--- src/verilog/rsq_pkg.sv ---
// Shared constants and types of the reset and interrupt sequencer.
package rsq_pkg;
    // ----------------------------------------------------------------
    // Recovery timing, in bus_clock_x4 cycles
    // ----------------------------------------------------------------
    localparam int unsigned STAB_CYC      = 4096;
    localparam int unsigned DELAY_CYC     = 64;
    localparam int unsigned SYNC_CYC      = 3;
    localparam int unsigned WDG_TICK_CYC  = 4080;
    localparam int unsigned WDG_OVF_TICKS = 8;
    localparam int unsigned CNT_KEEP_BITS = 4;
    localparam logic [11:0] CNT_LONG_LAST = 12'(STAB_CYC - 1);
    localparam logic [11:0] CNT_WDG_LAST  = 12'(WDG_TICK_CYC - 1);
    localparam logic [6:0]  DELAY_LOAD    = 7'(DELAY_CYC - 1);
    localparam logic [6:0]  SYNC_LOAD     = 7'(SYNC_CYC - 1);
    localparam logic [3:0]  WDG_LAST      = 4'(WDG_OVF_TICKS - 1);
    localparam logic [15:0] WDG_SVC_ADDR  = 16'hFFFF;

    // ----------------------------------------------------------------
    // Reset cause register layout
    // ----------------------------------------------------------------
    localparam int unsigned CAUSE_POR     = 7;
    localparam int unsigned CAUSE_PIN     = 6;
    localparam int unsigned CAUSE_WDG     = 5;
    localparam int unsigned CAUSE_BADOP   = 4;
    localparam int unsigned CAUSE_BADADDR = 3;
    localparam int unsigned CAUSE_LV      = 1;
    localparam logic [7:0]  CAUSE_RESET   = 8'h80;

    // ----------------------------------------------------------------
    // Interrupt vectors and status flag positions
    // ----------------------------------------------------------------
    localparam int unsigned HW_SRC        = 6;
    localparam logic [15:0] VEC_RESET     = 16'hFFFE;
    localparam logic [15:0] VEC_SWI       = 16'hFFFC;
    localparam logic [15:0] HW_VEC [HW_SRC] = '{16'hFFFA, 16'hFFF6, 16'hFFF4,
                                               16'hFFF2, 16'hFFE0, 16'hFFDE};
    localparam int unsigned HW_FLAG_POS [HW_SRC] = '{1, 3, 4, 5, 14, 15};

    typedef enum {
        ST_STAB, ST_LVHOLD, ST_PINHOLD, ST_DELAY, ST_TAIL, ST_RUN, ST_STOP, ST_WAKE
    } rsq_state_t;
endpackage

--- src/verilog/rsq_cnt_if.sv ---
// Link between the sequencer and its reset timing counter.
`timescale 1ns/1ns
interface rsq_cnt_if;
    logic        clearAll;
    logic        clearHigh;
    logic        longMode;
    logic        tick;
    logic [11:0] count;

    modport ctl (output clearAll, output clearHigh, output longMode,
                 input tick, input count);
    modport cnt (input clearAll, input clearHigh, input longMode,
                 output tick, output count);
endinterface

--- src/verilog/rsq_timing_counter.sv ---
// Reset timing counter: twelve counting stages and a terminal stage.
`timescale 1ns/1ns
module rsq_timing_counter (
    // Clock and reset
    input wire logic clk,
    input wire logic rst,
    // Control link
    rsq_cnt_if.cnt   bus
);
    typedef struct packed {
        logic [11:0] stages;
        logic        stage13;
    } rsq_cnt_state_t;

    rsq_cnt_state_t q;
    rsq_cnt_state_t d;
    logic [11:0]    last;

    // ----------------------------------------------------------------
    // Next state
    // ----------------------------------------------------------------
    always_comb
    begin
        d = q;
        d.stage13 = 1'b0;
        last = bus.longMode ? rsq_pkg::CNT_LONG_LAST : rsq_pkg::CNT_WDG_LAST;
        if (bus.clearAll)
        begin
            d.stages = 12'h000;
        end
        else if (q.stages == last)
        begin
            // The terminal stage pulses and clears the chain behind it.
            d.stage13 = 1'b1;
            d.stages = 12'h000;
        end
        else if (bus.clearHigh)
        begin
            d.stages = {8'h00, q.stages[rsq_pkg::CNT_KEEP_BITS-1:0]};
        end
        else
        begin
            d.stages = q.stages + 12'h001;
        end
    end

    // The chain runs on the falling edge so it is settled for the sequencer.
    always_ff @(negedge clk or posedge rst)
    begin
        if (rst)
        begin
            q <= '0;
        end
        else
        begin
            q <= d;
        end
    end

    assign bus.tick  = q.stage13;
    assign bus.count = q.stages;
endmodule // rsq_timing_counter

--- src/verilog/rsq_sequencer.sv ---
// Reset sequencing, reset cause capture, watchdog and interrupt priority.
`timescale 1ns/1ns
// Overview of operation
// Power-up: reset, clocks off, 4096 cycles, flag
// Then 64 more cycles before core release
// Recovery 4163 for long, 67 for others
// Watchdog overflow resets and sets its flag
// Internal reset sources drive reset pin low
// Service write clears watchdog and upper stages
// Watchdog tick at least every 4080 cycles
// Break in monitor mode may halt watchdog
// Illegal opcode sets flag and resets
// Stop with stop disabled is illegal opcode
// Only opcode fetch from hole resets
// Data read from hole never resets
// Low voltage holds pin, then long recovery
// Twelve stages plus terminal clearing stage
// Timing counter advances on falling edge
// Counter also times stop-mode wake recovery
// Software interrupt ignores the global mask
// Software stacks PC, hardware stacks PC-1
// Fixed priority order with fixed vectors
// Status flags show each pending source
// Global mask blocks all but software interrupt
// Read clears causes; power-up sets only its flag
// External pin low sets pin cause flag
// Coincident causes all flagged, one recovery
// Software services watchdog before it overflows
module rsq_sequencer (
    // Clock and reset
    input  wire logic        clk,
    input  wire logic        rst,
    // Reset pin, open drain
    input  wire logic        rstPinIn,
    output logic             rstPinOut,
    output logic             rstPinOe,
    // Reset sources from the core
    input  wire logic        lowVoltage,
    input  wire logic        illegalOpcode,
    input  wire logic        stopInstr,
    input  wire logic        stopEnable,
    input  wire logic        opcodeFetch,
    input  wire logic        unmappedAccess,
    input  wire logic        busWrite,
    input  wire logic [15:0] busAddr,
    // Debug
    input  wire logic        breakActive,
    input  wire logic        monitorMode,
    input  wire logic        breakWdgDisable,
    // Stop mode
    input  wire logic        stopMode,
    input  wire logic        wakeUp,
    // Reset status
    input  wire logic        causeRead,
    output logic [7:0]       resetCause,
    output logic             coreRst,
    output logic             intBusClkEn,
    // Interrupt sources
    input  wire logic        swiReq,
    input  wire logic        ccrIntMask,
    input  wire logic [15:0] progCnt,
    input  wire logic        extPinIrqFlag,
    input  wire logic        extPinIrqMask,
    input  wire logic        timerCh0Flag,
    input  wire logic        timerCh0IrqEnable,
    input  wire logic        timerCh1Flag,
    input  wire logic        timerCh1IrqEnable,
    input  wire logic        timerOverflowFlag,
    input  wire logic        timerOverflowIrqEnable,
    input  wire logic        keypadFlag,
    input  wire logic        keypadIrqMask,
    input  wire logic        conversionDoneFlag,
    input  wire logic        converterIrqEnable,
    // Interrupt answer
    output logic             intReq,
    output logic [15:0]      intVector,
    output logic [15:0]      stackedPc,
    output logic [15:0]      intStatus
);
    typedef struct packed {
        rsq_pkg::rsq_state_t state;
        logic [6:0]          dly;
        logic [3:0]          wdg;
        logic [2:0]          pinSync;
        logic [2:0]          lvSync;
        logic                pinLow;
        logic                lvHigh;
        logic                pinArmed;
        logic                drvInt;
        logic                cntClr;
        logic                cntSvc;
        logic                longMode;
        logic [7:0]          cause;
        logic                pinOut;
        logic                pinOe;
        logic                coreRst;
        logic                busClk;
        logic                intReq;
        logic [15:0]         vec;
        logic [15:0]         stk;
        logic [15:0]         stat;
    } rsq_seq_state_t;

    localparam rsq_seq_state_t RST_VAL = '{
        state:    rsq_pkg::ST_STAB,
        pinSync:  3'h7,
        drvInt:   1'b1,
        cntClr:   1'b1,
        longMode: 1'b1,
        cause:    rsq_pkg::CAUSE_RESET,
        pinOe:    1'b1,
        coreRst:  1'b1,
        vec:      rsq_pkg::VEC_RESET,
        default:  '0
    };

    rsq_seq_state_t q;
    rsq_seq_state_t s;

    logic                      running;
    logic                      svcHit;
    logic                      wdgHalt;
    logic                      wdgOvf;
    logic                      badOp;
    logic                      badAddr;
    logic                      pinEvt;
    logic                      intEvt;
    logic [7:0]                newCause;
    logic [rsq_pkg::HW_SRC-1:0] hwFlag;
    logic [rsq_pkg::HW_SRC-1:0] hwEn;
    logic [rsq_pkg::HW_SRC-1:0] hwPend;
    logic                      inDelay;
    logic                      inTail;

    rsq_cnt_if cntBus ();

    rsq_timing_counter u_cnt (
        .clk (clk),
        .rst (rst),
        .bus (cntBus.cnt)
    );

    assign cntBus.clearAll  = q.cntClr;
    assign cntBus.clearHigh = q.cntSvc;
    assign cntBus.longMode  = q.longMode;

    // ----------------------------------------------------------------
    // Interrupt sources, lowest index wins
    // ----------------------------------------------------------------
    assign hwFlag = {conversionDoneFlag, keypadFlag, timerOverflowFlag,
                     timerCh1Flag, timerCh0Flag, extPinIrqFlag};
    assign hwEn   = {converterIrqEnable, !keypadIrqMask, timerOverflowIrqEnable,
                     timerCh1IrqEnable, timerCh0IrqEnable, !extPinIrqMask};

    for (genvar gi = 0; gi < rsq_pkg::HW_SRC; gi++)
    begin : g_src
        assign hwPend[gi] = hwFlag[gi] & hwEn[gi];
    end

    // ----------------------------------------------------------------
    // Event decode
    // ----------------------------------------------------------------
    assign running = (q.state == rsq_pkg::ST_RUN);
    assign svcHit  = busWrite && (busAddr == rsq_pkg::WDG_SVC_ADDR);
    assign wdgHalt = breakActive && monitorMode && breakWdgDisable;
    assign badOp   = running && (illegalOpcode || (stopInstr && !stopEnable));
    // A data access to a hole is ignored; only a confirmed opcode fetch counts.
    assign badAddr = running && opcodeFetch && unmappedAccess;
    assign pinEvt  = running && q.pinArmed && q.pinLow;
    assign intEvt  = wdgOvf || badOp || badAddr;
    assign inDelay = (q.state == rsq_pkg::ST_DELAY);
    assign inTail  = (q.state == rsq_pkg::ST_TAIL);

    // ----------------------------------------------------------------
    // Next state
    // ----------------------------------------------------------------
    always_comb
    begin
        s = q;
        wdgOvf = 1'b0;
        newCause = 8'h00;
        s.pinSync = {q.pinSync[1:0], rstPinIn};
        s.lvSync = {q.lvSync[1:0], lowVoltage};
        if (q.pinSync[1] == q.pinSync[2])
        begin
            s.pinLow = !q.pinSync[2];
        end
        if (q.lvSync[1] == q.lvSync[2])
        begin
            s.lvHigh = q.lvSync[2];
        end
        s.cntClr = 1'b0;
        s.cntSvc = running && svcHit;

        // Watchdog counts prescaled ticks only while the core runs.
        if (!running || svcHit)
        begin
            s.wdg = 4'h0;
        end
        else if (cntBus.tick && !wdgHalt)
        begin
            if (q.wdg == rsq_pkg::WDG_LAST)
            begin
                wdgOvf = 1'b1;
                s.wdg = 4'h0;
            end
            else
            begin
                s.wdg = q.wdg + 4'h1;
            end
        end

        newCause[rsq_pkg::CAUSE_WDG] = wdgOvf;
        newCause[rsq_pkg::CAUSE_BADOP] = badOp;
        newCause[rsq_pkg::CAUSE_BADADDR] = badAddr;
        newCause[rsq_pkg::CAUSE_LV] = q.lvHigh;
        newCause[rsq_pkg::CAUSE_PIN] = pinEvt;
        // A new cause in the reading cycle survives the clear.
        s.cause = (causeRead ? 8'h00 : q.cause) | newCause;

        case (q.state)
            rsq_pkg::ST_STAB:
            begin
                if (cntBus.tick && !q.cntClr)
                begin
                    s.state = rsq_pkg::ST_DELAY;
                    s.dly = rsq_pkg::DELAY_LOAD;
                end
            end
            rsq_pkg::ST_LVHOLD:
            begin
                if (!q.lvHigh)
                begin
                    s.state = rsq_pkg::ST_STAB;
                    s.cntClr = 1'b1;
                end
            end
            rsq_pkg::ST_PINHOLD:
            begin
                if (!q.pinLow)
                begin
                    s.state = rsq_pkg::ST_DELAY;
                    s.dly = rsq_pkg::DELAY_LOAD;
                end
            end
            rsq_pkg::ST_DELAY:
            begin
                if (q.dly == 7'h00)
                begin
                    s.state = rsq_pkg::ST_TAIL;
                    s.dly = rsq_pkg::SYNC_LOAD;
                end
                else
                begin
                    s.dly = q.dly - 7'h01;
                end
            end
            rsq_pkg::ST_TAIL:
            begin
                if (q.dly == 7'h00)
                begin
                    s.state = rsq_pkg::ST_RUN;
                end
                else
                begin
                    s.dly = q.dly - 7'h01;
                end
            end
            rsq_pkg::ST_RUN:
            begin
                if (pinEvt)
                begin
                    s.state = rsq_pkg::ST_PINHOLD;
                    s.drvInt = 1'b0;
                end
                else if (stopMode)
                begin
                    s.state = rsq_pkg::ST_STOP;
                end
            end
            rsq_pkg::ST_STOP:
            begin
                if (wakeUp)
                begin
                    s.state = rsq_pkg::ST_WAKE;
                    s.cntClr = 1'b1;
                end
            end
            rsq_pkg::ST_WAKE:
            begin
                if (cntBus.tick && !q.cntClr)
                begin
                    s.state = rsq_pkg::ST_RUN;
                end
            end
            default:
            begin
                s.state = rsq_pkg::ST_STAB;
            end
        endcase

        // Low voltage outranks everything and chooses the long recovery.
        if (q.lvHigh)
        begin
            s.state = rsq_pkg::ST_LVHOLD;
            s.drvInt = 1'b1;
        end
        else if (intEvt)
        begin
            s.state = rsq_pkg::ST_DELAY;
            s.dly = rsq_pkg::DELAY_LOAD;
            s.drvInt = 1'b1;
        end

        s.coreRst = !(s.state inside {rsq_pkg::ST_RUN, rsq_pkg::ST_STOP,
                                      rsq_pkg::ST_WAKE});
        s.pinOut = 1'b0;
        s.pinOe = (s.state inside {rsq_pkg::ST_STAB, rsq_pkg::ST_LVHOLD}) ||
                  (s.state == rsq_pkg::ST_DELAY && s.drvInt);
        s.longMode = s.state inside {rsq_pkg::ST_STAB, rsq_pkg::ST_LVHOLD,
                                     rsq_pkg::ST_WAKE};
        s.busClk = !(s.state inside {rsq_pkg::ST_STAB, rsq_pkg::ST_LVHOLD,
                                     rsq_pkg::ST_STOP, rsq_pkg::ST_WAKE});
        // Our own drive is seen late through the synchroniser, so the pin
        // only counts once it has been seen high after release.
        if (s.pinOe)
        begin
            s.pinArmed = 1'b0;
        end
        else if (!q.pinLow)
        begin
            s.pinArmed = 1'b1;
        end

        s.stat = 16'h0000;
        for (int i = 0; i < rsq_pkg::HW_SRC; i++)
        begin
            s.stat[rsq_pkg::HW_FLAG_POS[i]] = hwPend[i];
        end

        s.intReq = 1'b0;
        if (s.coreRst)
        begin
            s.vec = rsq_pkg::VEC_RESET;
        end
        else if (swiReq)
        begin
            s.intReq = 1'b1;
            s.vec = rsq_pkg::VEC_SWI;
            s.stk = progCnt;
        end
        else if (!ccrIntMask && (|hwPend))
        begin
            s.intReq = 1'b1;
            s.stk = progCnt - 16'h0001;
            for (int i = rsq_pkg::HW_SRC - 1; i >= 0; i--)
            begin
                if (hwPend[i])
                begin
                    s.vec = rsq_pkg::HW_VEC[i];
                end
            end
        end
    end

    always_ff @(posedge clk or posedge rst)
    begin
        if (rst)
        begin
            q <= RST_VAL;
        end
        else
        begin
            q <= s;
        end
    end

    // ----------------------------------------------------------------
    // Outputs
    // ----------------------------------------------------------------
    assign rstPinOut   = q.pinOut;
    assign rstPinOe    = q.pinOe;
    assign resetCause  = q.cause;
    assign coreRst     = q.coreRst;
    assign intBusClkEn = q.busClk;
    assign intReq      = q.intReq;
    assign intVector   = q.vec;
    assign stackedPc   = q.stk;
    assign intStatus   = q.stat;
endmodule // rsq_sequencer

--- config.mk ---
export PLATFORM = sky130hd
export DESIGN_NAME = rsq_sequencer
export DESIGN_NICKNAME = d
export VERILOG_FILES = /design/src/verilog/rsq_pkg.sv /design/src/verilog/rsq_cnt_if.sv /design/src/verilog/rsq_timing_counter.sv /design/src/verilog/rsq_sequencer.sv
export SDC_FILE = /design/constraint.sdc
export NUM_CORES = 1
export LEC_CHECK = 0
export BUFFER_PORTS_ARGS = -buffer_cell sky130_fd_sc_hd__buf_4
export CAP_MARGIN = 10
export CORE_UTILIZATION = 40
export CTS_BUF_LIST = sky130_fd_sc_hd__clkbuf_4
export DETAILED_ROUTE_END_ITERATION = 6
export MAX_ROUTING_LAYER = met4
export SYNTH_ARGS = -nofsm -noshare
export SYNTH_HDL_FRONTEND = slang
export SYNTH_SLANG_ARGS = --single-unit
--- constraint.sdc ---
create_clock -name clk -period 4.9 [get_ports clk]
set_clock_uncertainty 0.1 [all_clocks]
set_input_delay 0.98 -clock clk [delete_from_list [all_inputs] [get_ports clk]]
set_output_delay 0.98 -clock clk [all_outputs]
set_load 0.01 [all_outputs]
==> flow_summary.json <==
{
  "status": "completed",
  "syn_avg_cell_area_um2": 10.4,
  "cap_violations": 0,
  "area_growth_pct": 18.8,
  "async_flop_share_pct": 100,
  "ys_types": 62,
  "path_delay_family": "simple AND/OR/NAND/NOR gates",
  "netlist_area_um2": 5210,
  "yosysTopAreaCell": "dfrtp_1",
  "groute.usage.overall_pct": 16.9,
  "synth-edff-count": 0,
  "port-buffer-count": 108,
  "place.detailed.hpwl_um": 7670,
  "ir_drop_uv": 135,
  "critPathKind": "flip-flop to flip-flop",
  "rows": 41,
  "vias": 3733,
  "grt_pass1_vias": 3766,
  "cp_num_buf_inv": 1,
  "final-setup-viol-count": 0,
  "rr_startpoint": "u_cnt.bus.tick",
  "place.gp.congestion": 0.879,
  "startpoint_type": "flip-flop",
  "crit_start": "u_cnt.bus.tick",
  "fillers": 1201,
  "start_util_pct": 41.1,
  "core_um2": 12700,
  "routed_via_density": 4.80,
  "path_clk_slew_ps": 150,
  "yosysWarnings": 0,
  "clock-sinks": 107,
  "clk_latency_ps": 450,
  "place_area_um2": 5980,
  "routed_wl_um": 10400,
  "cellLeakagePower_uw": 0.00285,
  "design_area_um2": 6190,
  "layout-drive-gt1-share_pct": 29.4,
  "ys_seq_area_share_pct": 51.7,
  "finalPower_uw": 1490,
  "ys_seq_elements": 107,
  "first_pass_iters": 4,
  "cts_tree": "done",
  "io_pins": 123,
  "drt_iter0_drc": 253,
  "h-tree-depth": 3,
  "post-route-drc-count": 0,
  "wl_per_cell_um": 13.3,
  "tightest_slew_ps": 891,
  "antenna_found_initial": 0,
  "grt_overflow_total": 0,
  "finalNetCount": 668,
  "hold_ws_ps": 263,
  "grt_max_degree": 64,
  "clock_path_buffers": 2,
  "maxSlewHeadroom_pct": 40.3,
  "max_stage_delay_ps": 460,
  "maxSlewViolCount": 0,
  "syn_inst": 499,
  "cp_slowest_cell": "or4_4",
  "clockRootBuffer": "clkbuf_4",
  "ys.flop_type": "dfrtp_1",
  "fp.dieW_um": 116,
  "p_per_area_nw_per_um2": 241,
  "cp.arrival_ps": 5100,
  "cp_max_fo": 8,
  "grt_pass1_wl_um": 17100,
  "cts_hold_buf": 0,
  "min_from": "q[68]",
  "path_cells": "nand2b_1 > nor3_2 > nor3_1 > or4_4 > a221oi_4 > o21a_4 > clkbuf_16 > mux2_4",
  "rsz0062_at_grt": "yes",
  "die_height_um": 116,
  "synth_top_area_share_pct": 37.9,
  "ant_nets": 0,
  "required_ps": 5160,
  "hold_violations": 0,
  "end_kind": "flip-flop",
  "synth_area_leaders": "dfrtp_1, buf_4, dfstp_2",
  "num_antenna_cells": 0,
  "cts_inserted_buffers": 9,
  "hold_class": "flip-flop to flip-flop",
  "die_area_um2": 13500
}
-- worst paths after layout --
check	slack, ps	to	cells after the start
setup / recovery	60	stackedPc[8]	8
hold / removal	260	q[69]	0
setup reg to reg	60	stackedPc[8]	8
hold reg to reg	260	q[69]	0
max in group asynchronous	1410	u_cnt.bus.count[5]	2
min in group asynchronous	500	q[74]	2
-- area by class of cell --
| cell class | count | area [um2] | share of cell area [%] |
|---|---|---|---|
| inverter | 23 | 90.1 | 1.45 |
| clock buffer | 13 | 97.6 | 1.58 |
| tap | 172 | 215 | 3.48 |
| clock inverter | 3 | 16.3 | 0.263 |
| sequential | 107 | 2700 | 43.5 |
| multi-input combinational | 341 | 2140 | 34.5 |
| timing repair buffer | 119 | 941 | 15.2 |
-- where the power goes --
part	internal, uW	switching [uW]	total, uW
Clock	126	265	390
Sequential	918	23.8	942
Combinational	81.2	79.9	161
-- sequential cells by signal, summed over array words and instances (netlist names) --
name / count
intReq: 1
intVector: 6
q: 52
cntBus.longMode: 1
intBusClkEn: 1
newCause: 1
cntBus.clearHigh: 1
rstPinOe: 1
intStatus: 6
cntBus.clearAll: 1
coreRst: 1
stackedPc: 16
resetCause: 6
u_cnt.bus.count: 12
u_cnt.bus.tick: 1
-- kinds of logic (layout without fill, tap and decap cells) --
logic type / Yosys count / in the layout / synth area share [%]
compound gates: 69 / 69 / 8.88
simple gates: 177 / 177 / 17.6
fa+ha+maj: 6 / 6 / 1.39
other cells: 1 / 43 / 0.0720
mux: 17 / 17 / 4.20
flops: 107 / 107 / 51.7
buf+inv: 93 / 158 / 11.3
xor+xnor: 29 / 29 / 4.87
-- synth_stat cells (all sizes together), types with 2 or more instances --
| cell type | number |
|---|---|
| inv | 23 |
| xor2 | 14 |
| nand3 | 17 |
| mux2 | 15 |
| a31oi | 4 |
| a221oi | 3 |
| o31ai | 2 |
| o2bb2ai | 3 |
| dfrtp | 79 |
| dfrtn | 13 |
| dfstp | 15 |
| clkbuf | 10 |
| o21ai | 19 |
| and2 | 3 |
| and3 | 5 |
| nor3 | 14 |
| nand4 | 9 |
| buf | 60 |
| a211oi | 2 |
| o211ai | 2 |
| a21o | 4 |
| o22ai | 2 |
| nand2 | 37 |
| o31a | 4 |
| nor2 | 42 |
| a21oi | 14 |
| nor2b | 8 |
| xnor2 | 15 |
| or4 | 7 |
| mux2i | 2 |
| or3 | 4 |
| ha | 5 |
| nor4 | 10 |
| or2 | 4 |
| nand2b | 11 |
-- metrics by stage --
step	std cells	setup slack (ps)	setup TNS, ps	util [%]
floorplan	541	-0.674	-5.39	-
global placement	758	19.9	0	47.2
detailed placement	758	-27.1	-158	47.2
CTS	774	8.17	0	48.1
global route	778	-33.9	-339	48.9
finish	778	63.6	0	48.9
-- routing by layer --
metal	global-route usage, %	vias up	part of all wire, %
met5	-	-	0
met4	7.01	0	0.93
met3	4.10	9	5.4
met2	26.1	129	48
met1	21.3	1769	46
li1	-	1826	-
-- placed cells by master, fill, tap and decap left out, types with 3 or more instances in the layout --
cell type    n
or2_2        4
or3_1        4
nand4_1      8
nand2_1     37
nor2b_1      8
nor2_1      42
a21o_1       4
dfrtp_1     79
o31a_1       4
conb_1      43
clkbuf_4    13
a31oi_1      4
mux2_4      15
nand2b_1    11
dfrtn_1     13
dfstp_2     15
or4_1        6
o2bb2ai_1    3
xor2_1      14
o21ai_0     19
nor3_1      12
xnor2_1     15
ha_1         5
and3_1       5
inv_1       22
a21oi_1     14
nor4_1       9
buf_4      116
and2_1       3
nand3_1     17
-- timing repair --
action                                 CTS  global route
resized for setup                        0             9
endpoints found under the hold margin    0             0
setup endpoints to repair                0            15
setup buffers                            0             2
Power figures use the tool's default switching activity.
